===== src/counter_array_pkg.sv =====
package counter_array_pkg;

    localparam int NUM_CH = 3;
    localparam int SYNC_STAGES = 2;
    localparam int PIN_HOLD_CYCLES = 2;

    // ----------------------------------------
    // Register offsets
    // ----------------------------------------
    localparam logic [3:0] ADDR_CTRL = 4'h0;
    localparam logic [3:0] ADDR_SETUP = 4'h1;
    localparam logic [3:0] ADDR_PWM = 4'h2;
    localparam logic [3:0] ADDR_CNT_LO = 4'h3;
    localparam logic [3:0] ADDR_CNT_HI = 4'h4;
    localparam logic [3:0] ADDR_MODE0 = 4'h5;
    localparam logic [3:0] ADDR_CMP0 = 4'h8;

    // ----------------------------------------
    // Field positions
    // ----------------------------------------
    localparam int MODE_WIDE = 7;
    localparam int MODE_CMP_EN = 6;
    localparam int MODE_RISE = 5;
    localparam int MODE_FALL = 4;
    localparam int MODE_MATCH = 3;
    localparam int MODE_TOG = 2;
    localparam int MODE_PULSE = 1;
    localparam int MODE_IRQ = 0;
    localparam int CTRL_WRAP = 7;
    localparam int CTRL_RUN = 6;
    localparam int SETUP_WRAP_EN = 0;
    localparam int PWM_VIEW = 7;
    localparam int PWM_IWRAP = 6;
    localparam int PWM_IWRAP_EN = 5;

    // ----------------------------------------
    // Reset values
    // ----------------------------------------
    localparam logic [7:0] MODE_RESET = 8'h00;
    localparam logic [7:0] CTRL_RESET = 8'h00;
    localparam logic [7:0] SETUP_RESET = 8'h00;
    localparam logic [7:0] PWM_RESET = 8'h00;
    localparam logic [15:0] CNT_RESET = 16'h0000;
    localparam logic [15:0] CMP_RESET = 16'h0000;

    typedef struct packed {
        logic [3:0] addr;
        logic wr;
        logic rd;
        logic [7:0] wdata;
    } sfr_req_t;

    typedef struct packed {
        logic tick;
        logic [15:0] count;
        logic [15:0] count_nxt;
        logic wrap16;
        logic wrap_len;
        logic [1:0] cycle_len;
        logic view;
    } timebase_t;

endpackage


===== src/pin_sync.sv =====
`timescale 1ns/1ps
module pin_sync
    import counter_array_pkg::*;
(
    input wire logic clk_in,
    input wire logic rst_in,
    input wire logic pin_in,
    output logic pin_out
);
    logic [SYNC_STAGES-1:0] stage_ff;
    logic [SYNC_STAGES-1:0] nxt_stage;

    // ----------------------------------------
    // Two stage synchroniser
    // ----------------------------------------
    // two flop sync
    always_comb begin
        nxt_stage = {stage_ff[SYNC_STAGES-2:0], pin_in};
    end

    always_ff @(posedge clk_in) begin
        if (rst_in) begin
            stage_ff <= '0;
        end else begin
            stage_ff <= nxt_stage;
        end
    end

    assign pin_out = stage_ff[SYNC_STAGES-1];
endmodule


===== src/capture_compare_channel.sv =====
`timescale 1ns/1ps
module capture_compare_channel
    import counter_array_pkg::*;
(
    input wire logic clk_in,
    input wire logic rst_in,
    input timebase_t tb_in,
    input wire logic wr_mode_in,
    input wire logic wr_lo_in,
    input wire logic wr_hi_in,
    input wire logic [7:0] wdata_in,
    input wire logic pin_in,
    output logic [7:0] mode_out,
    output logic [15:0] cmp_out,
    output logic event_out,
    output logic pin_out,
    output logic pin_oe_out
);
    logic [7:0] mode_ff, nxt_mode;
    logic [15:0] cmp_ff, nxt_cmp;
    logic [15:0] rld_ff, nxt_rld;
    logic pin_ff, nxt_pin;
    logic oe_ff, nxt_oe;
    logic last_ff;
    logic pin_s;
    logic is_pwm, is_short, is_wide, is_freq, is_tog, is_cap, view_rld;
    logic [15:0] len_mask;
    logic match16, match_lo, match_n;

    pin_sync u_sync (
        .clk_in(clk_in),
        .rst_in(rst_in),
        .pin_in(pin_in),
        .pin_out(pin_s)
    );

    // ----------------------------------------
    // Mode decode
    // ----------------------------------------
    always_comb begin
        is_pwm = mode_ff[MODE_PULSE] && !mode_ff[MODE_TOG];
        is_short = is_pwm && !mode_ff[MODE_WIDE];
        is_wide = is_pwm && mode_ff[MODE_WIDE];
        is_freq = mode_ff[MODE_PULSE] && mode_ff[MODE_TOG];
        is_tog = mode_ff[MODE_TOG] && !mode_ff[MODE_PULSE];
        is_cap = (mode_ff[MODE_RISE] || mode_ff[MODE_FALL])
            && (mode_ff[3:1] == 3'b000);
        view_rld = tb_in.view && is_short && (tb_in.cycle_len != 2'b00);
        case (tb_in.cycle_len)
            2'b00: len_mask = 16'h00ff;
            2'b01: len_mask = 16'h01ff;
            2'b10: len_mask = 16'h03ff;
            default: len_mask = 16'h07ff;
        endcase
        match16 = tb_in.tick && (tb_in.count_nxt == cmp_ff);
        match_lo = tb_in.tick && (tb_in.count_nxt[7:0] == cmp_ff[7:0]);
        match_n = tb_in.tick
            && ((tb_in.count_nxt & len_mask) == (cmp_ff & len_mask));
    end

    // ----------------------------------------
    // Channel next state
    // ----------------------------------------
    always_comb begin
        nxt_mode = mode_ff;
        nxt_cmp = cmp_ff;
        nxt_rld = rld_ff;
        nxt_pin = pin_ff;
        event_out = 1'b0;
        if (wr_mode_in) begin
            nxt_mode = wdata_in;
        end
        if (wr_lo_in) begin
            nxt_mode[MODE_CMP_EN] = 1'b0;
            if (view_rld) begin
                nxt_rld[7:0] = wdata_in;
            end else begin
                nxt_cmp[7:0] = wdata_in;
            end
        end
        if (wr_hi_in) begin
            nxt_mode[MODE_CMP_EN] = 1'b1;
            if (view_rld) begin
                nxt_rld[15:8] = wdata_in;
            end else begin
                nxt_cmp[15:8] = wdata_in;
            end
        end
        if (is_cap && ((mode_ff[MODE_RISE] && pin_s && !last_ff)
            || (mode_ff[MODE_FALL] && !pin_s && last_ff))) begin
            nxt_cmp = tb_in.count;
            event_out = 1'b1;
        end
        if (mode_ff[MODE_CMP_EN]) begin
            if (!is_pwm && mode_ff[MODE_MATCH] && match16) begin
                event_out = 1'b1;
            end
            if (is_tog && match16) begin
                nxt_pin = !pin_ff;
            end
            if (is_freq && match_lo) begin
                nxt_pin = !pin_ff;
                nxt_cmp[7:0] = 8'(cmp_ff[7:0] + cmp_ff[15:8]);
            end
            if (is_short) begin
                if (tb_in.wrap_len) begin
                    nxt_pin = 1'b0;
                    if (tb_in.cycle_len == 2'b00) begin
                        nxt_cmp[7:0] = cmp_ff[15:8];
                    end else begin
                        nxt_cmp = rld_ff;
                    end
                end
                if ((tb_in.cycle_len == 2'b00) ? match_lo : match_n) begin
                    nxt_pin = 1'b1;
                    event_out = mode_ff[MODE_MATCH];
                end
            end
            if (is_wide) begin
                if (tb_in.wrap16) begin
                    nxt_pin = 1'b0;
                end
                if (match16) begin
                    nxt_pin = 1'b1;
                    event_out = mode_ff[MODE_MATCH];
                end
            end
        end else if (is_pwm) begin
            nxt_pin = 1'b0;
        end
        nxt_oe = nxt_mode[MODE_PULSE] || nxt_mode[MODE_TOG];
    end

    always_ff @(posedge clk_in) begin
        if (rst_in) begin
            mode_ff <= MODE_RESET;
            cmp_ff <= CMP_RESET;
            rld_ff <= CMP_RESET;
            pin_ff <= 1'b0;
            oe_ff <= 1'b0;
            last_ff <= 1'b0;
        end else begin
            mode_ff <= nxt_mode;
            cmp_ff <= nxt_cmp;
            rld_ff <= nxt_rld;
            pin_ff <= nxt_pin;
            oe_ff <= nxt_oe;
            last_ff <= pin_s;
        end
    end

    assign mode_out = mode_ff;
    assign cmp_out = view_rld ? rld_ff : cmp_ff;
    assign pin_out = pin_ff;
    assign pin_oe_out = oe_ff;
endmodule


===== src/counter_array_capture_compare.sv =====
`timescale 1ns/1ps
module counter_array_capture_compare
    import counter_array_pkg::*;
(
    input wire logic clk_in,
    input wire logic rst_in,
    input sfr_req_t sfr_req_in,
    input wire logic count_tick_in,
    input wire logic global_irq_enable_in,
    input wire logic array_irq_enable_in,
    input wire logic [NUM_CH-1:0] channel_pin_in,
    output logic [7:0] sfr_rdata_out,
    output logic [NUM_CH-1:0] channel_pin_out,
    output logic [NUM_CH-1:0] channel_pin_oe_out,
    output logic irq_out
);
    logic [7:0] ctrl_ff, nxt_ctrl;
    logic [7:0] setup_ff, nxt_setup;
    logic [7:0] pwm_ff, nxt_pwm;
    logic [15:0] cnt_ff, nxt_cnt;
    logic [7:0] snap_ff, nxt_snap;
    logic [7:0] rdata_ff, nxt_rdata;
    logic irq_ff, nxt_irq;
    logic [15:0] len_mask;
    timebase_t tb;
    logic [7:0] ch_mode [NUM_CH];
    logic [15:0] ch_cmp [NUM_CH];
    logic [NUM_CH-1:0] ch_event, ch_pin, ch_oe;
    logic [NUM_CH-1:0] wr_mode, wr_lo, wr_hi, ch_irq_en;
    logic [NUM_CH-1:0] nxt_ch_flags;
    logic any_req;

    // ----------------------------------------
    // Shared counter timebase
    // ----------------------------------------
    always_comb begin
        case (pwm_ff[1:0])
            2'b00: len_mask = 16'h00ff;
            2'b01: len_mask = 16'h01ff;
            2'b10: len_mask = 16'h03ff;
            default: len_mask = 16'h07ff;
        endcase
        tb.tick = ctrl_ff[CTRL_RUN] && count_tick_in;
        tb.count = cnt_ff;
        tb.count_nxt = 16'(cnt_ff + 16'h0001);
        tb.wrap16 = tb.tick && (cnt_ff == 16'hffff);
        tb.wrap_len = tb.tick && ((cnt_ff & len_mask) == len_mask);
        tb.cycle_len = pwm_ff[1:0];
        tb.view = pwm_ff[PWM_VIEW];
    end

    // ----------------------------------------
    // Channels
    // ----------------------------------------
    generate
        for (genvar i = 0; i < NUM_CH; i++) begin : g_ch
            always_comb begin
                wr_mode[i] = sfr_req_in.wr
                    && (sfr_req_in.addr == 4'(ADDR_MODE0 + i));
                wr_lo[i] = sfr_req_in.wr
                    && (sfr_req_in.addr == 4'(ADDR_CMP0 + 2 * i));
                wr_hi[i] = sfr_req_in.wr
                    && (sfr_req_in.addr == 4'(ADDR_CMP0 + 2 * i + 1));
                ch_irq_en[i] = ch_mode[i][MODE_IRQ];
            end
            capture_compare_channel u_ch (
                .clk_in(clk_in),
                .rst_in(rst_in),
                .tb_in(tb),
                .wr_mode_in(wr_mode[i]),
                .wr_lo_in(wr_lo[i]),
                .wr_hi_in(wr_hi[i]),
                .wdata_in(sfr_req_in.wdata),
                .pin_in(channel_pin_in[i]),
                .mode_out(ch_mode[i]),
                .cmp_out(ch_cmp[i]),
                .event_out(ch_event[i]),
                .pin_out(ch_pin[i]),
                .pin_oe_out(ch_oe[i])
            );
        end
    endgenerate

    // ----------------------------------------
    // Flags, control and counter
    // ----------------------------------------
    always_comb begin
        nxt_ctrl = ctrl_ff;
        nxt_setup = setup_ff;
        nxt_pwm = pwm_ff;
        nxt_cnt = tb.tick ? tb.count_nxt : cnt_ff;
        if (sfr_req_in.wr) begin
            if (sfr_req_in.addr == ADDR_CTRL) begin
                nxt_ctrl = ctrl_ff & sfr_req_in.wdata;
                nxt_ctrl[CTRL_RUN] = sfr_req_in.wdata[CTRL_RUN];
            end else if (sfr_req_in.addr == ADDR_SETUP) begin
                nxt_setup = 8'h00;
                nxt_setup[SETUP_WRAP_EN] = sfr_req_in.wdata[SETUP_WRAP_EN];
            end else if (sfr_req_in.addr == ADDR_PWM) begin
                nxt_pwm = sfr_req_in.wdata & 8'ha3;
                nxt_pwm[PWM_IWRAP] = pwm_ff[PWM_IWRAP]
                    && sfr_req_in.wdata[PWM_IWRAP];
            end else if (sfr_req_in.addr == ADDR_CNT_LO) begin
                nxt_cnt[7:0] = sfr_req_in.wdata;
            end else if (sfr_req_in.addr == ADDR_CNT_HI) begin
                nxt_cnt[15:8] = sfr_req_in.wdata;
            end
        end
        if (tb.wrap16) begin
            nxt_ctrl[CTRL_WRAP] = 1'b1;
        end
        if (tb.wrap_len) begin
            nxt_pwm[PWM_IWRAP] = 1'b1;
        end
        nxt_ch_flags = nxt_ctrl[NUM_CH-1:0] | ch_event;
        nxt_ctrl[NUM_CH-1:0] = nxt_ch_flags;
        any_req = (ctrl_ff[CTRL_WRAP] && setup_ff[SETUP_WRAP_EN])
            || (pwm_ff[PWM_IWRAP] && pwm_ff[PWM_IWRAP_EN])
            || |(ctrl_ff[NUM_CH-1:0] & ch_irq_en);
        nxt_irq = any_req && global_irq_enable_in && array_irq_enable_in;
    end

    // ----------------------------------------
    // Read port
    // ----------------------------------------
    always_comb begin
        nxt_rdata = rdata_ff;
        nxt_snap = snap_ff;
        if (sfr_req_in.rd) begin
            nxt_rdata = 8'h00;
            if (sfr_req_in.addr == ADDR_CTRL) begin
                nxt_rdata = ctrl_ff;
            end else if (sfr_req_in.addr == ADDR_SETUP) begin
                nxt_rdata = setup_ff;
            end else if (sfr_req_in.addr == ADDR_PWM) begin
                nxt_rdata = pwm_ff;
            end else if (sfr_req_in.addr == ADDR_CNT_LO) begin
                nxt_rdata = cnt_ff[7:0];
                nxt_snap = cnt_ff[15:8];
            end else if (sfr_req_in.addr == ADDR_CNT_HI) begin
                nxt_rdata = snap_ff;
            end else begin
                for (int i = 0; i < NUM_CH; i++) begin
                    if (sfr_req_in.addr == 4'(ADDR_MODE0 + i)) begin
                        nxt_rdata = ch_mode[i];
                    end else if (sfr_req_in.addr
                        == 4'(ADDR_CMP0 + 2 * i)) begin
                        nxt_rdata = ch_cmp[i][7:0];
                    end else if (sfr_req_in.addr
                        == 4'(ADDR_CMP0 + 2 * i + 1)) begin
                        nxt_rdata = ch_cmp[i][15:8];
                    end
                end
            end
        end
    end

    always_ff @(posedge clk_in) begin
        if (rst_in) begin
            ctrl_ff <= CTRL_RESET;
            setup_ff <= SETUP_RESET;
            pwm_ff <= PWM_RESET;
            cnt_ff <= CNT_RESET;
            snap_ff <= 8'h00;
            rdata_ff <= 8'h00;
            irq_ff <= 1'b0;
            channel_pin_out <= '0;
            channel_pin_oe_out <= '0;
        end else begin
            ctrl_ff <= nxt_ctrl;
            setup_ff <= nxt_setup;
            pwm_ff <= nxt_pwm;
            cnt_ff <= nxt_cnt;
            snap_ff <= nxt_snap;
            rdata_ff <= nxt_rdata;
            irq_ff <= nxt_irq;
            channel_pin_out <= ch_pin;
            channel_pin_oe_out <= ch_oe;
        end
    end

    assign sfr_rdata_out = rdata_ff;
    assign irq_out = irq_ff;
endmodule


===== config.mk =====
export PLATFORM = sky130hd
export DESIGN_NAME = counter_array_capture_compare
export DESIGN_NICKNAME = d
export VERILOG_FILES = /design/src/counter_array_pkg.sv /design/src/pin_sync.sv /design/src/capture_compare_channel.sv /design/src/counter_array_capture_compare.sv
export SDC_FILE = /design/constraint.sdc
export NUM_CORES = 1
export LEC_CHECK = 0
export BUFFER_PORTS_ARGS = -buffer_cell sky130_fd_sc_hd__buf_2
export CAP_MARGIN = 40
export CELL_PAD_IN_SITES_DETAIL_PLACEMENT = 0
export CELL_PAD_IN_SITES_GLOBAL_PLACEMENT = 1
export CORE_MARGIN = 2
export CORE_UTILIZATION = 53
export CTS_BUF_LIST = sky130_fd_sc_hd__clkbuf_8
export DETAILED_ROUTE_END_ITERATION = 10
export HOLD_SLACK_MARGIN = 0.05
export PLACE_DENSITY_LB_ADDON = 0.1
export SETUP_SLACK_MARGIN = 0.3
export SKIP_CTS_REPAIR_TIMING = 1
export SYNTH_ARGS = -nofsm -noshare
export SYNTH_HDL_FRONTEND = slang
export SYNTH_SLANG_ARGS = --single-unit

===== constraint.sdc =====
create_clock -name clk_in -period 5.35 [get_ports clk_in]
set_clock_uncertainty 0.15 [all_clocks]
set_input_delay 0.535 -clock clk_in [delete_from_list [all_inputs] [get_ports clk_in]]
set_output_delay 0.535 -clock clk_in [all_outputs]
set_load 0.05 [all_outputs]

==> impl_summary.log <==
INFO  metric dominantRegCellSynth = sky130_fd_sc_hd__dfxtp_1
INFO  metric path_cells = ha_1, and3_1, nand3_1, a221o_1, nor2_1, and3_1, a211oi_1, a21oi_1, nor2_1
INFO  metric synth_area_leaders = sky130_fd_sc_hd__dfxtp_1, sky130_fd_sc_hd__mux2i_1, sky130_fd_sc_hd__nor2_1
INFO  metric final_max_slew_viol_count = 0
INFO  metric clock_tree.root_cell = sky130_fd_sc_hd__clkbuf_8
INFO  metric routed_wire_length_per_instance = roughly 26 µm
INFO  metric achievable_frequency = 0.2446 GHz
INFO  metric least_margin_pin_slew = ~0.9 ns
INFO  metric cts_tree = built
INFO  metric gpl.final_weighted_congestion = slightly below 1
INFO  metric groute.usage.overall = 0.3923
INFO  metric worst_hold_path.endpoint = g_ch[1].u_ch.u_sync.stage_ff[0]
INFO  metric crit_path_max_incr_delay = 0.74 ns
INFO  metric grt_start_max_net_pins = 94
INFO  metric period_share = 0.7640
INFO  metric syn_avg_cell_area = just under 8 µm²
INFO  metric crit-reg2reg-launch = cnt_ff[1]
INFO  metric rows = 56
INFO  metric antenna_violating_nets_post_route = 0
INFO  metric cap_violations = 0
INFO  metric startpoint_type = flip-flop
INFO  metric nNetsFinal = 1,642
INFO  metric finalSetupTns = 0 ns
INFO  metric final.fill_count = ~2,200
INFO  metric floorplan.die.width = ~160 µm
INFO  metric drt_iter0_drc = between 1,500 and 2,000
INFO  metric reg2reg_slack = 1.26 ns
INFO  metric timing.max_slew.rel_slack = 0.3991
INFO  metric die_h = approximately 160 µm
INFO  metric post_synth_num_cell_types = a little over 80
INFO  metric top_delay_family_on_crit_path = simple AND/OR/NAND/NOR gates
INFO  metric path_clk_slew = roughly 0.12 ns
INFO  metric post-route-cell-area = 13,500 µm²
INFO  metric warnings_from_yosys = 0
INFO  metric share_of_cells_above_drive_strength_1 = 0.07836
INFO  metric post-synth-top-area-cell = sky130_fd_sc_hd__dfxtp_1
INFO  metric grt_setup_unrepaired = false
INFO  metric post-route-util = 0.5752
INFO  metric post-place-cells = ~1,900
INFO  metric hpwl = between 30 and 40 mm
INFO  metric cts_buffers = 17
INFO  metric coreArea = between 20,000 and 25,000 µm²
INFO  metric min_path_type = in -> reg
INFO  metric syn-cell-area = roughly 13,000 µm²
INFO  metric grt-ovfl-total = 0
INFO  metric crit_path_top_delay_cell = sky130_fd_sc_hd__dfxtp_1
INFO  metric drc_errors = 0
INFO  metric buffer_ports.inserted = 36
INFO  metric worst_ep_required_time = roughly 5.6 ns
INFO  metric initial_antenna_violation_count = 1
INFO  metric worstHoldStart = channel_pin_in[1]
INFO  metric critical_path.reg2reg.endpoint = g_ch[2].u_ch.cmp_ff[11]
INFO  metric timing_hold_violations_final = 0
INFO  metric power.static_leakage = 0.005770 µW
INFO  metric clk-insertion-delay-late = slightly above 0.5 ns
INFO  metric critical_path.max_fanout = 16
INFO  metric pin_count = 37
INFO  metric whs_path_depth = 2
INFO  metric power-per-cell-area = about 210 nW/µm²
INFO  metric stdcell_count = roughly 1,900
INFO  metric netlist.area_leader.share = 0.2961
INFO  metric bufs_on_longest_clock_path = 2
INFO  metric worstSetupPathDepth = 9
INFO  metric drt-vias-per-instance = about 6.6
INFO  metric path_buf_inv = 0
INFO  metric sequential_cell_area = between 3000 and 4000 µm²
INFO  metric max_vdd_drop = about 0.00013 V
INFO  metric route.final.wire_length = between 50 and 60 mm
INFO  metric crit_type = reg -> reg
INFO  metric multiInputGateArea = around 8300 µm²
INFO  metric die_area = roughly 25,000 µm²
INFO  metric place_area = roughly 13,000 µm²
INFO  metric clock_tree.htree_level_count = 4
INFO  metric ys_ff_latch = 188
INFO  metric synth_edf_count = 0
INFO  metric detailroute.via_count = 12,710
INFO  metric insertedDiodeCount = 0
INFO  metric arrival = 4.33 ns
INFO  metric initial_core_util = 0.5415
INFO  metric cts_num_sinks = approximately 190
INFO  metric setup.worst_path.end_class = flip-flop
INFO  metric drt_first_pass_iters = 8
INFO  metric run_status = finished, final reports clean
INFO  metric area_delta_synth_final = 6.221%
INFO  metric ys_seq_area_frac = 0.2961
INFO  metric depth_of_the_worst_register_to_register_path = 9
INFO  metric synth_nets = about 1,700
INFO  metric setup_viol_count_final = 0
INFO  metric gate_count_post_synth = between 1,500 and 2,000
INFO  metric grt_pass1_wl = about 75 mm
INFO  metric first_global_vias = approximately 12,000
INFO  metric asyncSetResetFlopFracSynth = 0
INFO  metric period_needed = 4.088 ns
[worst max path at each step]
stage / startpoint / to / slack, ns
2_1_floorplan: cnt_ff[0] / g_ch[0].u_ch.cmp_ff[14] / 2.43
3_3_place_gp: cnt_ff[1] / g_ch[2].u_ch.cmp_ff[11] / 1.48
3_5_place_dp: cnt_ff[1] / g_ch[2].u_ch.cmp_ff[10] / 1.40
4_1_cts: cnt_ff[1] / g_ch[1].u_ch.pin_out / 1.38
5_1_grt: cnt_ff[1] / g_ch[1].u_ch.pin_out / 1.04
6_report: cnt_ff[1] / g_ch[2].u_ch.cmp_ff[11] / 1.26
[synth_stat cells (all sizes together) (6+ instances only)]
cell type  count
nor2         216
dfxtp        188
nand2        186
mux2i        159
a21oi        115
clkbuf        92
o21ai         75
nand3         63
xnor2         60
a211oi        49
inv           43
nor3          33
buf           32
nor2b         26
ha            22
o22ai         17
a31oi         16
o211ai        15
xor2          15
nand2b        12
nand4         12
nor4          12
a311oi         9
and3           9
o21a           9
xnor3          9
o31ai          8
a2111oi        7
a22oi          7
nor3b          7
o32ai          7
a21o           6
o2111ai        6
[worst reg2reg max path, delay by kind of cell, from the launching register on]
| family | cells | cell delay (ns) |
|---|---|---|
| simple gates | 5 | 1.76 |
| compound gates | 3 | 0.80 |
| flops | 1 | 0.74 |
| fa+ha+maj | 1 | 0.54 |
[where the power goes]
| group | internal (µW) | leakage (µW) | total (µW) | switching (µW) |
|---|---|---|---|---|
| Combinational | 94.8 | 0.00404 | 314 | 220 |
| Sequential | 1420 | 0.00152 | 1450 | 34.2 |
| Clock | 404 | 0.000215 | 1050 | 642 |
| Total | 1920 | 0.00577 | 2810 | 896 |
[through the flow]
stage | setup slack, ns | hold slack, ns | total power (µW)
after floorplan | 2.431 | 0.2638 | 1676
after global placement | 1.479 | 0.2664 | 1782
after detailed placement | 1.403 | 0.2803 | 1787
after CTS | 1.385 | 0.07775 | 2806
after global routing | 1.037 | 0.08935 | 2889
final | 1.262 | 0.07928 | 2814
[cell families (layout without fill, tap and decap cells)]
group | count (synthesis) | after routing | synth area share
XOR/XNOR | 87 | 87 | 0.07324
multiplexers | 162 | 162 | 0.1279
flip-flops | 188 | 188 | 0.2961
AO/OA/AOI/OAI | 396 | 396 | 0.2052
buffers and inverters | 168 | 144 | 0.05257
adder cells (fa/ha/maj) | 26 | 26 | 0.02717
AND/OR/NAND/NOR | 605 | 605 | 0.2179
[sequential cells by signal, summed over array words and instances (netlist names), 5 cells and up]
register and count:
g_ch.u_ch.cmp_ff 48, g_ch.u_ch.rld_ff 48, pwm_ff 5, g_ch.u_ch.u_sync.stage_ff 6, ctrl_ff 8, sfr_rdata_out 8
cnt_ff 16, g_ch.u_ch.mode_out 24, snap_ff 8
[cell usage in the layout (no fill, tap or decap), types with 7 or more instances in the layout]
| cell | instances |
|---|---|
| sky130_fd_sc_hd__nor2_1 | 215 |
| sky130_fd_sc_hd__dfxtp_1 | 188 |
| sky130_fd_sc_hd__nand2_1 | 186 |
| sky130_fd_sc_hd__mux2i_1 | 159 |
| sky130_fd_sc_hd__a21oi_1 | 115 |
| sky130_fd_sc_hd__o21ai_0 | 72 |
| sky130_fd_sc_hd__nand3_1 | 61 |
| sky130_fd_sc_hd__xnor2_1 | 60 |
| sky130_fd_sc_hd__a211oi_1 | 49 |
| sky130_fd_sc_hd__inv_1 | 43 |
| sky130_fd_sc_hd__buf_2 | 35 |
| sky130_fd_sc_hd__nor3_1 | 32 |
| sky130_fd_sc_hd__buf_4 | 30 |
| sky130_fd_sc_hd__nor2b_1 | 26 |
| sky130_fd_sc_hd__ha_1 | 22 |
| sky130_fd_sc_hd__o22ai_1 | 17 |
| sky130_fd_sc_hd__clkbuf_8 | 17 |
| sky130_fd_sc_hd__a31oi_1 | 16 |
| sky130_fd_sc_hd__xor2_1 | 15 |
| sky130_fd_sc_hd__o211ai_1 | 15 |
| sky130_fd_sc_hd__nand2b_1 | 12 |
| sky130_fd_sc_hd__nand4_1 | 11 |
| sky130_fd_sc_hd__and3_1 | 9 |
| sky130_fd_sc_hd__a311oi_1 | 9 |
| sky130_fd_sc_hd__xnor3_1 | 9 |
| sky130_fd_sc_hd__o21a_1 | 9 |
| sky130_fd_sc_hd__nor4_1 | 8 |
| sky130_fd_sc_hd__o31ai_1 | 8 |
| sky130_fd_sc_hd__nor3b_1 | 7 |
| sky130_fd_sc_hd__a22oi_1 | 7 |
| sky130_fd_sc_hd__o32ai_1 | 7 |
[metal layers]
| metal | track usage | share of wire | up-vias |
|---|---|---|---|
| li1 | - | - | 5765 |
| met1 | 0.5313 | 0.41 | 6002 |
| met2 | 0.5927 | 0.42 | 773 |
| met3 | 0.07210 | 0.11 | 170 |
| met4 | 0.2116 | 0.060 | 2 |
| met5 | 0 | 0.00026 | - |
[area by class of cell]
cell class | instances | share of cell area
clock buffers | 17 | 0.01733
inverters | 44 | 0.01223
repair buffers | 68 | 0.03336
well taps | 319 | 0.02956
clock inverters | 15 | 0.01437
flip-flops and latches | 188 | 0.2788
multi-input cells | 1276 | 0.6144
No activity file was read; power rests on OpenSTA's default activity.
